### src/shared/lpdg_map.svh
// constants for the low power mode and debug command gate
// assumes inclusion by the gate package and core module only
`ifndef LPDG_MAP_SVH
`define LPDG_MAP_SVH
// debug command codes, 3 bits
`define LPDG_CMD_MEM       3'h0
`define LPDG_CMD_MEM_STAT  3'h1
`define LPDG_CMD_DREG      3'h2
`define LPDG_CMD_BKGND     3'h3
`define LPDG_CMD_CPUREG    3'h4
`define LPDG_CMD_TRACE     3'h5
`define LPDG_CMD_RESUME    3'h6
// command answer status codes, 2 bits
`define LPDG_ST_OK         2'h0
`define LPDG_ST_LOWPWR     2'h1
`define LPDG_ST_ILLEGAL    2'h2
// stop depth codes, 2 bits, none outside stop
`define LPDG_DEPTH_NONE    2'h0
`define LPDG_DEPTH_LIGHT   2'h2
`define LPDG_DEPTH_DEEP    2'h3
// reset value of the cpu interrupt mask
`define LPDG_IMASK_RST     1'b1
`endif

### src/shared/lpdg_pkg.sv
// types for the low power mode and debug command gate
// assumes lpdg_map.svh is on the include path
`include "lpdg_map.svh"
package lpdg_pkg;
   typedef enum logic [4:0] {
      LPDG_RUN  = 5'h01,
      LPDG_WAIT = 5'h02,
      LPDG_STOP = 5'h04,
      LPDG_BDM  = 5'h08,
      LPDG_STEP = 5'h10
   } lpdg_mode_t;
endpackage

### src/core/lpdg_gate.sv
// run, wait and stop mode control with background command gating
// assumes one 20 MHz clock; debug pin already decoded to commands
`timescale 1ns/1ps
`default_nettype none
`include "lpdg_map.svh"
module lpdg_gate
   import lpdg_pkg::*;
(
   input wire logic clock,
   input wire logic rst_n,
   input wire logic wait_exec,
   input wire logic stop_exec,
   input wire logic stop_enable_bit,
   input wire logic stop_mode_sel,
   input wire logic refclk_keep_cfg,
   input wire logic irq_req,
   input wire logic wake_req,
   input wire logic imask_set,
   input wire logic cmd_valid,
   input wire logic [2:0] cmd_code,
   output logic cmd_exec,
   output logic [1:0] cmd_status_r,
   output logic cmd_done_r,
   output logic cpu_clk_en_r,
   output logic bus_clk_en_r,
   output logic refclk_en_r,
   output logic imask_r,
   output logic stack_start_r,
   output logic step_go_r,
   output logic illegal_stop_r,
   output logic [1:0] stop_depth_r,
   output lpdg_mode_t mode_r
);
   // next values of the registered outputs
   lpdg_mode_t mode_nxt;
   logic [1:0] cmd_status_nxt;
   logic [1:0] stop_depth_nxt;
   logic cmd_done_nxt, imask_nxt, stack_start_nxt, step_go_nxt;
   logic illegal_stop_nxt;
   // clock gate terms and command classes
   logic cpu_on, bus_on, ref_on;
   logic is_nonint, is_active, low_pwr;

   // command classes
   function automatic logic nonintrusive(input logic [2:0] c);
      nonintrusive = (c == `LPDG_CMD_MEM) || (c == `LPDG_CMD_MEM_STAT)
         || (c == `LPDG_CMD_DREG) || (c == `LPDG_CMD_BKGND);
   endfunction

   // commands that need the cpu halted
   function automatic logic active_bg(input logic [2:0] c);
      active_bg = (c == `LPDG_CMD_CPUREG) || (c == `LPDG_CMD_TRACE)
         || (c == `LPDG_CMD_RESUME);
   endfunction

   // command gating; cmd_exec tells the memory path to perform access
   always_comb
   begin
      is_nonint = nonintrusive(cmd_code);
      is_active = active_bg(cmd_code);
      low_pwr = (mode_r == LPDG_WAIT) || (mode_r == LPDG_STOP);
      // defaults: no access, ok status, no done pulse
      cmd_exec = 1'b0;
      cmd_status_nxt = `LPDG_ST_OK;
      cmd_done_nxt = 1'b0;
      if (cmd_valid)
      begin
         cmd_done_nxt = 1'b1;
         if (low_pwr)
         begin
            // while asleep status reads answer low power without access; only background in wait executes
            if (cmd_code == `LPDG_CMD_MEM_STAT)
               cmd_status_nxt = `LPDG_ST_LOWPWR;
            // a halt in stop is refused; only wait may be woken
            else if (cmd_code == `LPDG_CMD_BKGND &&
                     mode_r == LPDG_WAIT)
               cmd_exec = 1'b1;
            else
               cmd_status_nxt = `LPDG_ST_ILLEGAL;
         end
         // awake: non-intrusive always, cpu commands when halted
         else if (is_nonint)
            cmd_exec = 1'b1;
         else if (is_active && mode_r == LPDG_BDM)
            cmd_exec = 1'b1;
         else
            cmd_status_nxt = `LPDG_ST_ILLEGAL;
      end
   end

   // mode sequencing
   always_comb
   begin
      mode_nxt = mode_r;
      imask_nxt = imask_r;
      stack_start_nxt = 1'b0;
      step_go_nxt = 1'b0;
      illegal_stop_nxt = 1'b0;
      stop_depth_nxt = stop_depth_r;
      // cpu may set the mask; a wait entry below overrides it
      if (imask_set)
         imask_nxt = 1'b1;
      case (mode_r)
         LPDG_RUN:
         begin
            // priority: halt request, then wait, then stop
            if (cmd_exec && cmd_code == `LPDG_CMD_BKGND)
               mode_nxt = LPDG_BDM;
            else if (wait_exec)
            begin
               mode_nxt = LPDG_WAIT;
               imask_nxt = 1'b0;
            end
            else if (stop_exec && stop_enable_bit)
            begin
               mode_nxt = LPDG_STOP;
               // depth is latched at entry, sel may move later
               if (stop_mode_sel)
                  stop_depth_nxt = `LPDG_DEPTH_DEEP;
               else
                  stop_depth_nxt = `LPDG_DEPTH_LIGHT;
            end
            else if (stop_exec)
               illegal_stop_nxt = 1'b1;
         end
         LPDG_WAIT:
         begin
            // background wins over a coincident interrupt
            if (cmd_exec && cmd_code == `LPDG_CMD_BKGND)
               mode_nxt = LPDG_BDM;
            else if (irq_req)
            begin
               mode_nxt = LPDG_RUN;
               stack_start_nxt = 1'b1;
            end
         end
         LPDG_STOP:
         begin
            // wake source is outside this block
            if (wake_req || irq_req)
            begin
               // an irq exit also starts stacking, a wake does not
               mode_nxt = LPDG_RUN;
               stack_start_nxt = irq_req;
               stop_depth_nxt = `LPDG_DEPTH_NONE;
            end
         end
         LPDG_BDM:
         begin
            // resume outranks trace; both need cmd_exec
            if (cmd_exec && cmd_code == `LPDG_CMD_RESUME)
               mode_nxt = LPDG_RUN;
            else if (cmd_exec && cmd_code == `LPDG_CMD_TRACE)
            begin
               mode_nxt = LPDG_STEP;
               step_go_nxt = 1'b1;
            end
         end
         // the cpu executes a single instruction here
         LPDG_STEP:
            mode_nxt = LPDG_BDM; // one instruction, then halt again
         // unreachable one-hot codes recover to run
         default:
            mode_nxt = LPDG_RUN;
      endcase
      // clocks follow the next mode so gating is glitch free
      cpu_on = (mode_nxt == LPDG_RUN) || (mode_nxt == LPDG_STEP)
         || (mode_nxt == LPDG_BDM);
      bus_on = mode_nxt != LPDG_STOP;
      ref_on = (mode_nxt != LPDG_STOP) || refclk_keep_cfg;
   end

   // state registers
   always_ff @(posedge clock or negedge rst_n)
   begin
      if (!rst_n)
      begin
         mode_r <= LPDG_RUN;
         imask_r <= `LPDG_IMASK_RST;
         stack_start_r <= 1'b0;
         step_go_r <= 1'b0;
         illegal_stop_r <= 1'b0;
         stop_depth_r <= `LPDG_DEPTH_NONE;
         // clocks run out of reset so the cpu can fetch
         cmd_status_r <= `LPDG_ST_OK;
         cmd_done_r <= 1'b0;
         cpu_clk_en_r <= 1'b1;
         bus_clk_en_r <= 1'b1;
         refclk_en_r <= 1'b1;
      end
      // every registered output follows its next value each edge
      else
      begin
         mode_r <= mode_nxt;
         imask_r <= imask_nxt;
         stack_start_r <= stack_start_nxt;
         step_go_r <= step_go_nxt;
         illegal_stop_r <= illegal_stop_nxt;
         stop_depth_r <= stop_depth_nxt;
         cmd_status_r <= cmd_status_nxt;
         cmd_done_r <= cmd_done_nxt;
         cpu_clk_en_r <= cpu_on;
         bus_clk_en_r <= bus_on;
         refclk_en_r <= ref_on;
      end
   end
endmodule // lpdg_gate
`default_nettype wire

### config.mk
export PLATFORM = sky130hd
export DESIGN_NAME = lpdg_gate
export DESIGN_NICKNAME = d
export VERILOG_FILES = /design/src/shared/lpdg_pkg.sv /design/src/core/lpdg_gate.sv
export VERILOG_INCLUDE_DIRS = /design/src /design/src/shared
export SDC_FILE = /design/constraint.sdc
export NUM_CORES = 1
export LEC_CHECK = 0
export ABC_AREA = 1
export BUFFER_PORTS_ARGS = -buffer_cell sky130_fd_sc_hd__buf_2
export CAP_MARGIN = 20
export CELL_PAD_IN_SITES_DETAIL_PLACEMENT = 1
export CELL_PAD_IN_SITES_GLOBAL_PLACEMENT = 1
export CORE_MARGIN = 8
export CORE_UTILIZATION = 39
export DETAILED_ROUTE_END_ITERATION = 6
export PLACE_DENSITY = 0.82
export SLEW_MARGIN = 20
export SYNTH_ARGS = -nofsm -noshare
export SYNTH_HDL_FRONTEND = slang
export SYNTH_SLANG_ARGS = --single-unit
### constraint.sdc
create_clock -name clock -period 2.87 [get_ports clock]
set_input_delay 0.287 -clock clock [delete_from_list [all_inputs] [get_ports clock]]
set_output_delay 0.287 -clock clock [all_outputs]
set_load 0.02 [all_outputs]
# [After elaboration in Yosys (flattened, before gate mapping)]
# Index checks and enable logic that the tools add are counted.
[totals] regBits=17 latch_bits=0 ram_bits=0 mem_bits_ro=0 word_cells=93 memories=0
[op_classes] add_sub_neg=0 n_mul=0 n_div=0 n_lt_le_gt_ge=0 eq_ne=19 shift=0 n_mux=44 n_bitwise=0 reduce_logical=19
[op_table] op="$mux W5" n=8
[op_table] op="$pmux W5 S5" n=1
[op_table] op="$mux W1" n=23
[op_table] op="$mux W2" n=10
[op_table] op="$eq A5 B1 Y1 const B" n=2
[op_table] op="$eq A5 B4 Y1 const B" n=2
[op_table] op="$eq A5 B5 Y1 const B" n=2
[op_table] op="$logic_or A1 B1 Y1" n=10
[op_table] op="$eq A3 B3 Y1 const B" n=3
[op_table] op="$eq A3 B2 Y1 const B" n=2
[op_table] op="$logic_and A1 B1 Y1" n=6
[op_table] op="$ne A2 B2 Y1 const B" n=3
[op_table] op="$eq A5 B2 Y1 const B" n=1
[op_table] op="$eq A5 B3 Y1 const B" n=1
[op_table] op="$ne A5 B3 Y1 const B" n=1
[op_table] op="$reduce_and A5 Y1" n=1
[op_table] op="$pmux W2 S2" n=1
[op_table] op="$eq A3 B1 Y1 const B" n=1
[op_table] op="$logic_not A3 Y1" n=1
[op_table] op="$ne A2 B1 Y1 const B" n=1
[op_table] op="$pmux W1 S2" n=1
[op_table] op="$reduce_bool A2 Y1" n=1

# [Depth between registers and ports, before layout]
# Gate-level depths: netlist (run 1).
[logic_depth] ltp_word=15 mapped_depth=10 depth_no_buf=10

# [Worst setup path after synthesis (run 1)]
# No wires, ideal clock.
[synth_timing] kind="register to output" startpoint="register mode_r[0]" endpoint="output port cmd_exec" t_arrival_ns=1.280 required_ns=2.583 setup_slack_ns=1.303 stages_incl_launch_ff=7 cell_sequence="dfstp_2 -> nor2_4 -> nand3_4 -> nand2_4 -> a21oi_4 -> nand2_1 -> inv_1"
[synth_via] elab_chain_len=6
[synth_lines] item="start: declaration" line_no="lpdg_gate.sv:32" rtl="output lpdg_mode_t mode_r"
[synth_lines] item="start signal: assignment" line_no="lpdg_gate.sv:194" rtl="mode_r <= mode_nxt;"
[synth_lines] item="$eq A5 B4 Y1 or $eq A5 B2 Y1 (tied branches)" line_no="lpdg_gate.sv:84, lpdg_gate.sv:61, lpdg_gate.sv:76"
[synth_lines] item="$logic_and A1 B1 Y1 (on tied branches)" line_no="lpdg_gate.sv:84, lpdg_gate.sv:75"
[synth_lines] item="$mux W1 (on tied branches)" line_no="lpdg_gate.sv:84, lpdg_gate.sv:75"
[synth_lines] item="$mux W1 (on tied branches)" line_no="lpdg_gate.sv:82, lpdg_gate.sv:72"
[synth_lines] item="$mux W1 (*)" line_no="lpdg_gate.sv:69" rtl="if (low_pwr)"
[synth_lines] item="$mux W1 (*)" line_no="lpdg_gate.sv:66" rtl="if (cmd_valid)"
[synth_lines] item="end: declaration" line_no="lpdg_gate.sv:21" rtl="output logic cmd_exec,"
# Every way passes the cells marked *; elsewhere a longest branch is shown, timed or not.

# [Final worst setup path (run 1)]
# Same ends and word-level chain as after synthesis.

==> flow_metrics.env, run 1 <==
export IMPL_cp_startpoint="mode_r[0]$_DFF_PN1_"
export IMPL_setup_tns_ns=0
export IMPL_ioPinCount=32
export IMPL_slowest_stage="dfstp_2"
export IMPL_p_leak_nw=0.617
export IMPL_worstSetupPathType="reg2out"
export IMPL_ys_top_cells_by_area="dfrtp_1, dfstp_2, nand2_1"
export IMPL_ys_seq_area_share_pct=44.9
export IMPL_synth_top_area_share_pct=31.3
export IMPL_die_w_um=65.6
export IMPL_synthXorXnorAreaFrac_pct=0
export IMPL_status="finished, final reports clean"
export IMPL_ir_drop_mv=0.380
export IMPL_clkTransAtPathRegs_ns=0.11
export IMPL_htree_levels=1
export IMPL_ys_warnings_count=0
export IMPL_fmax_mhz=506
export IMPL_clkLatencyLatePin_ns=0.30
export IMPL_finalCriticalPeriod_ns=1.98
export IMPL_p_total_uw=974
export IMPL_ant_nets=0
export IMPL_relSlewSlack_pct=64.4
export IMPL_first_iter_violations=15
export IMPL_avgRoutedWirePerCell_um=16.0
export IMPL_synth_simple_area_share_pct=39.3
export IMPL_vias_per_cell=5.16
export IMPL_hold_path_class="in2reg"
export IMPL_fin_crit_sh_pct=68.9
export IMPL_fp_dieArea_um2=4310
export IMPL_synth_area_mux_share_pct=0
export IMPL_hold_viol_final=0
export IMPL_synth_distinct_cells=24
export IMPL_cts_tree="built"
export IMPL_io_buffers=31
export IMPL_grt_pass1_vias=961
export IMPL_antenna_found_initial=0
export IMPL_grt_start_max_net_pins=18
export IMPL_n_antenna_cell=0
export IMPL_area_delta_synth_final_pct=24.0
export IMPL_core_um2=2410
export IMPL_cp_cell_sequence="nor2_4 -> nand3_4 -> nand2_4 -> a21oi_4 -> nand2_1 -> inv_1 -> buf_2"
export IMPL_hpwlAfterDp_um=2190
export IMPL_clock_skew_ns=0.00468
export IMPL_grt_pass1_wl_um=4600
export IMPL_synth_largest_area_cell="dfrtp_1"
export IMPL_cp_start_kind="flip-flop"
export IMPL_timing_rr_start="mode_r[1]$_DFF_PN0_"
export IMPL_synth_cells=104
export IMPL_num_rows=18
export IMPL_syn_num_nets=118
export IMPL_num_vias=878
export IMPL_setup_viol=0
export IMPL_end_kind="primary output"
export IMPL_drive_above_1_share_pct=45.0
export IMPL_start_util_pct=39.9
export IMPL_drv_cap=0
export IMPL_root_buffer="clkbuf_4"
export IMPL_synth_compound_area_share_pct=8.72
export IMPL_die_height_um=65.6
export IMPL_drt_total_wl_um=2730
export IMPL_rsz0062_at_grt="no"
export IMPL_numCtsBuffers=3
export IMPL_final_max_slew_viol_count=0
export IMPL_nets=155
export IMPL_cts_repair_resized=0
export IMPL_first_pass_iters=4
export IMPL_ys_seq_elements=17
export IMPL_path_buf_inv=2
export IMPL_yosys_area_share_adder_pct=0
export IMPL_globalRouteOverflowTotal=0
export IMPL_synth_top_family_by_area="simple AND/OR/NAND/NOR gates"
export IMPL_cts_path_max_buffers=2
export IMPL_syn_avg_cell_area_um2=9.24
export IMPL_cp_arrival_ns=1.69
export IMPL_crit_family="flip-flops"
export IMPL_cts_sinks=17
export IMPL_worst_pin_slew_ns=0.530
export IMPL_grt_usage_pct=13.6
export IMPL_holdCritStartpoint="cmd_valid"
export IMPL_place_congestion=0.878
export IMPL_synth_area_um2=961
export IMPL_max_stage_delay_ns=0.60
export IMPL_crit_required_ns=2.58
export IMPL_cp_max_fo=7
export IMPL_drcViolationCount=0
export IMPL_p_per_area_nw_per_um2=818
## synthesized netlist by cell type
library cell  number
a21oi_1            1
nand2_2            1
nor2_1             6
nor2_4             4
o21a_1             1
or2_1              1
nand3_2            2
inv_2              5
nand2_1           16
nand2_4            1
o21ai_0            1
and2_2             1
nand3_4            3
dfrtp_1           12
nand4_1            9
nand3_1           11
a41oi_1            1
nor2_2             2
nor3_1             3
nor3b_1            1
a211oi_2           2
a21oi_4            2
dfstp_2            5
inv_1             13
## power breakdown
group / total [mW] / internal, mW / switching, mW / leakage (nW)
logic: 0.470 / 0.156 / 0.315 / 0.389
clock network: 0.134 / 0.0519 / 0.0825 / 0.0177
registers: 0.369 / 0.316 / 0.0525 / 0.211
## state kept, by name, indices dropped and copies added, names as in the netlist
name and count:
step_go_r 1, stop_depth_r 2, cmd_done_r 1, bus_clk_en_r 1, imask_r 1, mode_r 5, refclk_en_r 1, stack_start_r 1
cmd_status_r 2, illegal_stop_r 1, cpu_clk_en_r 1
## worst register-to-register path, stage by stage, from the launching register on
cell,delay (ns)
dfrtp_1,0.49
nor2_4,0.18
nand3_4,0.15
nor3_1,0.45
a211oi_2,0.10
nand3_1,0.14
nand2_1,0.07
nand2_1,0.06
## placed cells by master (no fill, tap or decap), types with 2 or more instances in the layout
cell type,n
a211oi_2,2
nand2_1,16
inv_1,13
inv_2,5
nand3_1,11
buf_2,31
clkbuf_4,3
dfstp_2,5
nand3_4,3
nor3_1,3
nor2_4,4
nor2_2,2
a21oi_4,2
nand3_2,2
nor2_1,6
dfrtp_1,12
nand4_1,9
## final timing paths
kind | to | slack (ns) | cells after the start
min in group asynchronous | step_go_r$_DFF_PN0_ | 0.43 | 2
max in group asynchronous | cpu_clk_en_r$_DFF_PN1_ | 2.11 | 2
hold / removal | cmd_done_r$_DFF_PN0_ | 0.10 | 1
setup reg to reg | stop_depth_r[0]$_DFFE_PN0P_ | 1.18 | 7
hold reg to reg | stop_depth_r[1]$_DFFE_PN0P_ | 0.49 | 2
setup / recovery | cmd_exec | 0.89 | 7
## area by class of cell
type | count | area [µm²]
multi-input combinational | 69 | 462
clock inverter | 1 | 5.00
tap | 30 | 37.5
clock buffer | 3 | 22.5
sequential | 17 | 432
timing repair buffer | 32 | 165
inverter | 18 | 67.6
fill | 293 | 1220
## through the flow
stage | util (%) | instance area, µm² | hold slack [ns] | cells | setup slack, ns
finish | 49.4 | 1190 | 0.103 | 170 | 0.892
global route | 49.4 | 1190 | 0.102 | 170 | 0.766
CTS | 49.4 | 1190 | 0.103 | 170 | 0.879
detailed placement | 47.9 | 1150 | 0.237 | 165 | 1.20
global placement | 47.9 | 1150 | 0.230 | 165 | 1.24
floorplan | - | 961 | -0.00859 | 104 | 1.30
## cell families after synthesis
| family | Yosys count |
|---|---|
| DFF | 17 |
| and+or+nand+nor | 61 |
| buffers and inverters | 18 |
| AOI/OAI and AO/OA | 8 |
## what timing repair did
| action | in CTS | in global routing |
|---|---|---|
| setup endpoints to repair | 0 | 0 |
| hold buffers | 1 | 0 |
| endpoints found under the hold margin | 12 | 0 |
| setup buffers | 0 | 0 |
## per-layer routing
| metal | wire (µm) | track usage, % | up-vias | share of wire (%) |
|---|---|---|---|---|
| li1 | - | - | 420 | - |
| met1 | 1030 | 15.1 | 432 | 38 |
| met2 | 1510 | 24.0 | 19 | 55 |
| met3 | 138 | 3.57 | 7 | 5.1 |
| met4 | 49 | 4.90 | 0 | 1.8 |
| met5 | 0 | 0 | - | 0 |
(Power assumes the default switching activity.)
==> inputs of run 2 (changes only) <==
--- a/config.mk
+++ b/config.mk
@@ -12,9 +12,9 @@
 export CELL_PAD_IN_SITES_DETAIL_PLACEMENT = 1
 export CELL_PAD_IN_SITES_GLOBAL_PLACEMENT = 1
 export CORE_MARGIN = 8
-export CORE_UTILIZATION = 39
+export CORE_UTILIZATION = 32
 export DETAILED_ROUTE_END_ITERATION = 6
-export PLACE_DENSITY = 0.82
+export PLACE_DENSITY = 0.72
 export SLEW_MARGIN = 20
 export SYNTH_ARGS = -nofsm -noshare
 export SYNTH_HDL_FRONTEND = slang
==> constraint.sdc (replaced) <==
create_clock -name clock -period 1.8 [get_ports clock]
set_input_delay 0.18 -clock clock [delete_from_list [all_inputs] [get_ports clock]]
set_output_delay 0.18 -clock clock [all_outputs]
set_load 0.02 [all_outputs]
==> run 2 against run 1 <==
First-iteration DRC count decreased by 33%. Sequential share of layout area decreased by 3.7 points. Via count increased by 6.9%. Count of clock-buffer cells in the layout unchanged. Die area increased by 16%. Final cell count increased by 8.8%. Clock skew increased by 0.011 ns. Global-route usage decreased by 1.3 points. Worst setup slack got worse by 0.84 ns. Critical path type unchanged. Design area increased by 12%.
==> flow_metrics.env, run 2 (synthesis gave the netlist of run 1 again) <==
export IMPL_n_antenna_cell=0
export IMPL_root_buffer="clkbuf_4"
export IMPL_fin_area_um2=1340
export IMPL_clkLatencyLatePin_ns=0.31
export IMPL_fp_dieArea_um2=5010
export IMPL_reg_top3="mode_r (5), cmd_status_r (2), stop_depth_r (2)"
export IMPL_drcViolationCount=0
export IMPL_ir_drop_mv=0.516
export IMPL_start_util_pct=32.5
export IMPL_first_iter_violations=10
export IMPL_met3_length_um=75
export IMPL_dp_slack_ns=0.132
export IMPL_numCtsBuffers=3
export IMPL_cts_sinks=17
export IMPL_holdWs_ns=0.0214
export IMPL_nets=167
export IMPL_ant_nets=0
export IMPL_fin_crit_sh_pct=97.1
export IMPL_grt_pass1_wl_um=5040
export IMPL_hold_viol_final=0
export IMPL_final_common_cell="buf_2"
export IMPL_core_um2=2950
export IMPL_rsz0062_at_grt="yes"
export IMPL_rr_endpoint="cpu_clk_en_r$_DFF_PN1_"
export IMPL_regMostFlops="mode_r"
export IMPL_top_layer="met4"
export IMPL_drv_cap=0
export IMPL_first_pass_iters=4
export IMPL_critPathCapture="cmd_exec"
export IMPL_relSlewSlack_pct=71.6
export IMPL_antenna_found_initial=0
export IMPL_final_max_slew_viol_count=0
export IMPL_die_w_um=70.8
export IMPL_htree_levels=1
export IMPL_setup_tns_ns=0
export IMPL_cp_start_kind="flip-flop"
export IMPL_status="finished, final reports clean"
export IMPL_clock_skew_ns=0.0161
export IMPL_die_height_um=70.8
export IMPL_end_kind="primary output"
export IMPL_crit_cells=9
export IMPL_drive_above_1_share_pct=54.6
export IMPL_p_leak_nw=0.674
export IMPL_setup_viol=0
export IMPL_path_buf_inv=4
export IMPL_worstSetupPathType="reg2out"
export IMPL_num_rows=20
export IMPL_grt_start_max_net_pins=18
export IMPL_cts_path_max_buffers=2
export IMPL_cp_max_fo=4
export IMPL_cp_arrival_ns=1.57
export IMPL_setup_ws_ns=0.0519
export IMPL_slowest_stage="dfstp_2"
export IMPL_rrSetupSlack_ns=0.08
export IMPL_max_stage_delay_ns=0.42
export IMPL_grt_usage_pct=12.2
export IMPL_m1WireLength_um=1270
export IMPL_crit_required_ns=1.62
export IMPL_timing_rr_start="mode_r[0]$_DFF_PN1_"
export IMPL_area_delta_synth_final_pct=39.3
export IMPL_drt_total_wl_um=2990
export IMPL_clkTransAtPathRegs_ns=0.12
export IMPL_route_met2_wl_um=1610
export IMPL_num_vias=939
export IMPL_worst_pin_slew_ns=0.426
export IMPL_hpwlAfterDp_um=2240
export IMPL_place_congestion=0.873
export IMPL_place_area_um2=1170
export IMPL_p_per_area_nw_per_um2=1310
export IMPL_cp_cell_sequence="buf_6 -> inv_2 -> nand2_2 -> nor2_4 -> nand3_4 -> a21oi_4 -> nand2_2 -> inv_2 -> buf_6"
export IMPL_globalRouteOverflowTotal=0
export IMPL_fmax_mhz=572
export IMPL_avgRoutedWirePerCell_um=16.2
export IMPL_crit_family="flip-flops"
export IMPL_vias_per_cell=5.08
export IMPL_r2r_cells=11
export IMPL_cts_tree="built"
export IMPL_mostFrequentLayoutCells="buf_2, nand2_1, nand3_1"
export IMPL_hold_path_class="in2reg"
export IMPL_finalCriticalPeriod_ns=1.75
export IMPL_largest_reg_flops=5
export IMPL_cp_startpoint="mode_r[0]$_DFF_PN1_"
export IMPL_p_total_mw=1.75
export IMPL_io_buffers=31
export IMPL_grt_pass1_vias=1085
export IMPL_ioPinCount=32
-- run 2: cell count changes in the layout (fill, tap and decap cells not counted), moves of 2 or more --
cell / change
buf_4: +8
dfrtp_1: -3
dfrtp_2: +3
buf_6: +4
nand2_2: +2
nand2_1: -2
inv_2: +2
inv_1: -3
-- run 2: layout make-up --
class / count / area, µm²
clock buffer: 3 / 22.5
clock inverter: 1 / 5.00
fill: 369 / 1610
inverter: 18 / 70.1
multi-input combinational: 69 / 489
sequential: 17 / 435
tap: 33 / 41.3
timing repair buffer: 44 / 275
-- run 2: worst min-delay path by stage --
stage | start | to | slack, ns | depth (start not counted)
floorplan | rst_n | cmd_done_r$_DFF_PN0_ | -0.12 | 0
global placement | rst_n | mode_r[1]$_DFF_PN0_ | 0.12 | 1
detailed placement | rst_n | mode_r[1]$_DFF_PN0_ | 0.13 | 1
CTS | stop_enable_bit | illegal_stop_r$_DFF_PN0_ | 0.02 | 2
global route | stop_enable_bit | illegal_stop_r$_DFF_PN0_ | 0.03 | 2
finish | stop_enable_bit | illegal_stop_r$_DFF_PN0_ | 0.02 | 2
-- run 2: through the flow --
step	std cells	utilization [%]
after global placement	170	39.7
final	185	45.3
after global routing	185	45.3
after floorplan	104	-
after detailed placement	170	39.7
after CTS	182	43.0
-- run 2: metal layers --
layer,global-route usage [%],vias up
met5,0,-
met4,4.85,0
met3,2.26,5
met2,22.8,12
met1,13.2,476
li1,-,446
-- run 2: power by group --
group          switching [mW]  internal [mW]  total [mW]
Clock                   0.136         0.0830       0.219
Sequential             0.0858          0.509       0.594
Combinational           0.566          0.370       0.936
Total                   0.788          0.962        1.75
-- run 2: repair_timing --
action,in CTS,in global routing
endpoints found under the setup margin,1,4
resized for setup,3,15
buffers inserted,6,3
hold endpoints to repair,13,0
hold buffers,2,0
pin swaps,4,8
==> inputs of run 3 (changes only) <==
--- a/config.mk
+++ b/config.mk
@@ -12,9 +12,10 @@
 export CELL_PAD_IN_SITES_DETAIL_PLACEMENT = 1
 export CELL_PAD_IN_SITES_GLOBAL_PLACEMENT = 1
 export CORE_MARGIN = 8
-export CORE_UTILIZATION = 32
+export CORE_UTILIZATION = 34
+export CTS_BUF_LIST = sky130_fd_sc_hd__clkbuf_4
 export DETAILED_ROUTE_END_ITERATION = 6
-export PLACE_DENSITY = 0.72
+export PLACE_DENSITY = 0.76
 export SLEW_MARGIN = 20
 export SYNTH_ARGS = -nofsm -noshare
 export SYNTH_HDL_FRONTEND = slang
==> run 3 against run 2 <==
First-iteration DRC count up 10%. Register-to-register slack better by 0.05 ns. Clock skew down 0.014 ns. Largest power group unchanged. Maximum frequency up 1.6%. Non-clock buffer count down 6. Global-route usage down 0.89 points. Final cell count down 4.3%. Sequential share of layout area up 2.3 points. Clock power up 2%. Design area down 6.7%. Worst hold slack worse by 0.0089 ns. Die area down 4.6%.
==> flow_metrics.env, run 3 (synthesis gave the netlist of run 1 again) <==
export IMPL_register_area_um2=435
export IMPL_drv_cap=0
export IMPL_crit_required_ns=1.62
export IMPL_mostFrequentLayoutCells="buf_2, nand2_1, inv_1"
export IMPL_multi_input_area_um2=462
export IMPL_regMostFlops="mode_r"
export IMPL_core_um2=2710
export IMPL_num_vias=900
export IMPL_max_stage_delay_ns=0.61
export IMPL_relSlewSlack_pct=73.3
export IMPL_clkLatencyLatePin_ns=0.29
export IMPL_rsz0062_at_grt="no"
export IMPL_fin_area_um2=1250
export IMPL_vias_per_cell=5.08
export IMPL_cp_max_fo=5
export IMPL_place_area_um2=1160
export IMPL_area_delta_synth_final_pct=29.9
export IMPL_hold_path_class="in2reg"
export IMPL_dp_slack_ns=0.150
export IMPL_ant_nets=0
export IMPL_avgRoutedWirePerCell_um=15.9
export IMPL_clock_skew_ns=0.00216
export IMPL_cp_cell_sequence="nor2_1 -> nand3_2 -> nand2_4 -> a21oi_4 -> nand2_1 -> inv_1 -> buf_4"
export IMPL_dp_cells=167
export IMPL_cts_path_max_buffers=2
export IMPL_p_per_area_nw_per_um2=1280
export IMPL_globalRouteOverflowTotal=0
export IMPL_grt_pass1_wl_um=4690
export IMPL_worst_pin_slew_ns=0.401
export IMPL_cts_sinks=17
export IMPL_start_util_pct=35.5
export IMPL_end_kind="primary output"
export IMPL_ir_drop_mv=0.570
export IMPL_fin_crit_sh_pct=95.6
export IMPL_final_common_cell="buf_2"
export IMPL_p_leak_nw=0.643
export IMPL_cp_start_kind="flip-flop"
export IMPL_setup_viol=0
export IMPL_setup_tns_ns=0
export IMPL_largest_reg_flops=5
export IMPL_clkTransAtPathRegs_ns=0.10
export IMPL_grt_usage_pct=11.3
export IMPL_ioPinCount=32
export IMPL_die_height_um=69.2
export IMPL_n_antenna_cell=0
export IMPL_root_buffer="clkbuf_4"
export IMPL_status="finished, final reports clean"
export IMPL_reg_top3="mode_r (5), cmd_status_r (2), stop_depth_r (2)"
export IMPL_hpwlAfterDp_um=2150
export IMPL_grt_start_max_net_pins=18
export IMPL_io_buffers=31
export IMPL_hold_viol_final=0
export IMPL_cp_arrival_ns=1.54
export IMPL_utilization_pct=46.1
export IMPL_fill_cells=342
export IMPL_path_buf_inv=2
export IMPL_final_max_slew_viol_count=0
export IMPL_grt_pass1_vias=1021
export IMPL_num_rows=19
export IMPL_fp_dieArea_um2=4780
export IMPL_first_pass_iters=4
export IMPL_antenna_found_initial=0
export IMPL_fin_cells=177
export IMPL_die_w_um=69.2
export IMPL_setup_ws_ns=0.0799
export IMPL_worstSetupPathType="reg2out"
export IMPL_finalCriticalPeriod_ns=1.72
export IMPL_htree_levels=1
export IMPL_first_iter_violations=11
export IMPL_nets=161
export IMPL_fmax_mhz=581
export IMPL_drcViolationCount=0
export IMPL_cts_tree="built"
export IMPL_crit_family="flip-flops"
export IMPL_drive_above_1_share_pct=50.0
export IMPL_place_congestion=0.810
export IMPL_slowest_stage="dfstp_2"
export IMPL_numCtsBuffers=3
export IMPL_drt_total_wl_um=2810
-- run 3: path summary, 6_finish.rpt --
| check | start | end | slack (ns) | depth (start not counted) |
|---|---|---|---|---|
| setup reg to reg | mode_r[0]$_DFF_PN1_ | cpu_clk_en_r$_DFF_PN1_ | 0.13 | 9 |
| min in group asynchronous | rst_n | stop_depth_r[1]$_DFFE_PN0P_ | 0.34 | 2 |
| setup / recovery | mode_r[0]$_DFF_PN1_ | cmd_exec | 0.08 | 7 |
| max in group asynchronous | rst_n | mode_r[0]$_DFF_PN1_ | 1.14 | 2 |
| hold reg to reg | stop_depth_r[0]$_DFFE_PN0P_ | stop_depth_r[0]$_DFFE_PN0P_ | 0.48 | 2 |
| hold / removal | cmd_valid | cmd_done_r$_DFF_PN0_ | 0.01 | 1 |
-- run 3: layout make-up --
| class | instances | area share (%) |
|---|---|---|
| tap | 31 | 3.11 |
| sequential | 17 | 34.9 |
| clock buffer | 4 | 2.40 |
| inverter | 18 | 5.61 |
| multi-input combinational | 69 | 37.0 |
| timing repair buffer | 38 | 17.0 |
-- run 3: metrics by stage --
step,hold slack (ns),power [mW]
CTS,0.00464,1.60
global route,0.00144,1.72
floorplan,-0.116,1.11
global placement,0.126,1.32
detailed placement,0.135,1.34
finish,0.0125,1.60
-- run 3: what timing repair did --
item,4_1_cts,5_1_grt
pin swaps,2,0
endpoints found under the hold margin,12,0
setup buffers,3,2
endpoints found under the setup margin,1,2
hold buffers,1,0
resized for setup,3,3
-- run 3: power by group --
group / total [mW] / internal (mW) / switching, mW / leakage [nW]
combinational: 0.785 / 0.282 / 0.504 / 0.419
clock: 0.224 / 0.101 / 0.123 / 0.0184
sequential: 0.591 / 0.509 / 0.0828 / 0.206
total: 1.60 / 0.892 / 0.709 / 0.643
-- run 3: routing by layer --
layer | share of wire [%] | global-route usage [%]
met5 | 0 | 0
met4 | 1.8 | 4.78
met3 | 2.9 | 2.29
met2 | 53 | 20.2
met1 | 42 | 12.7
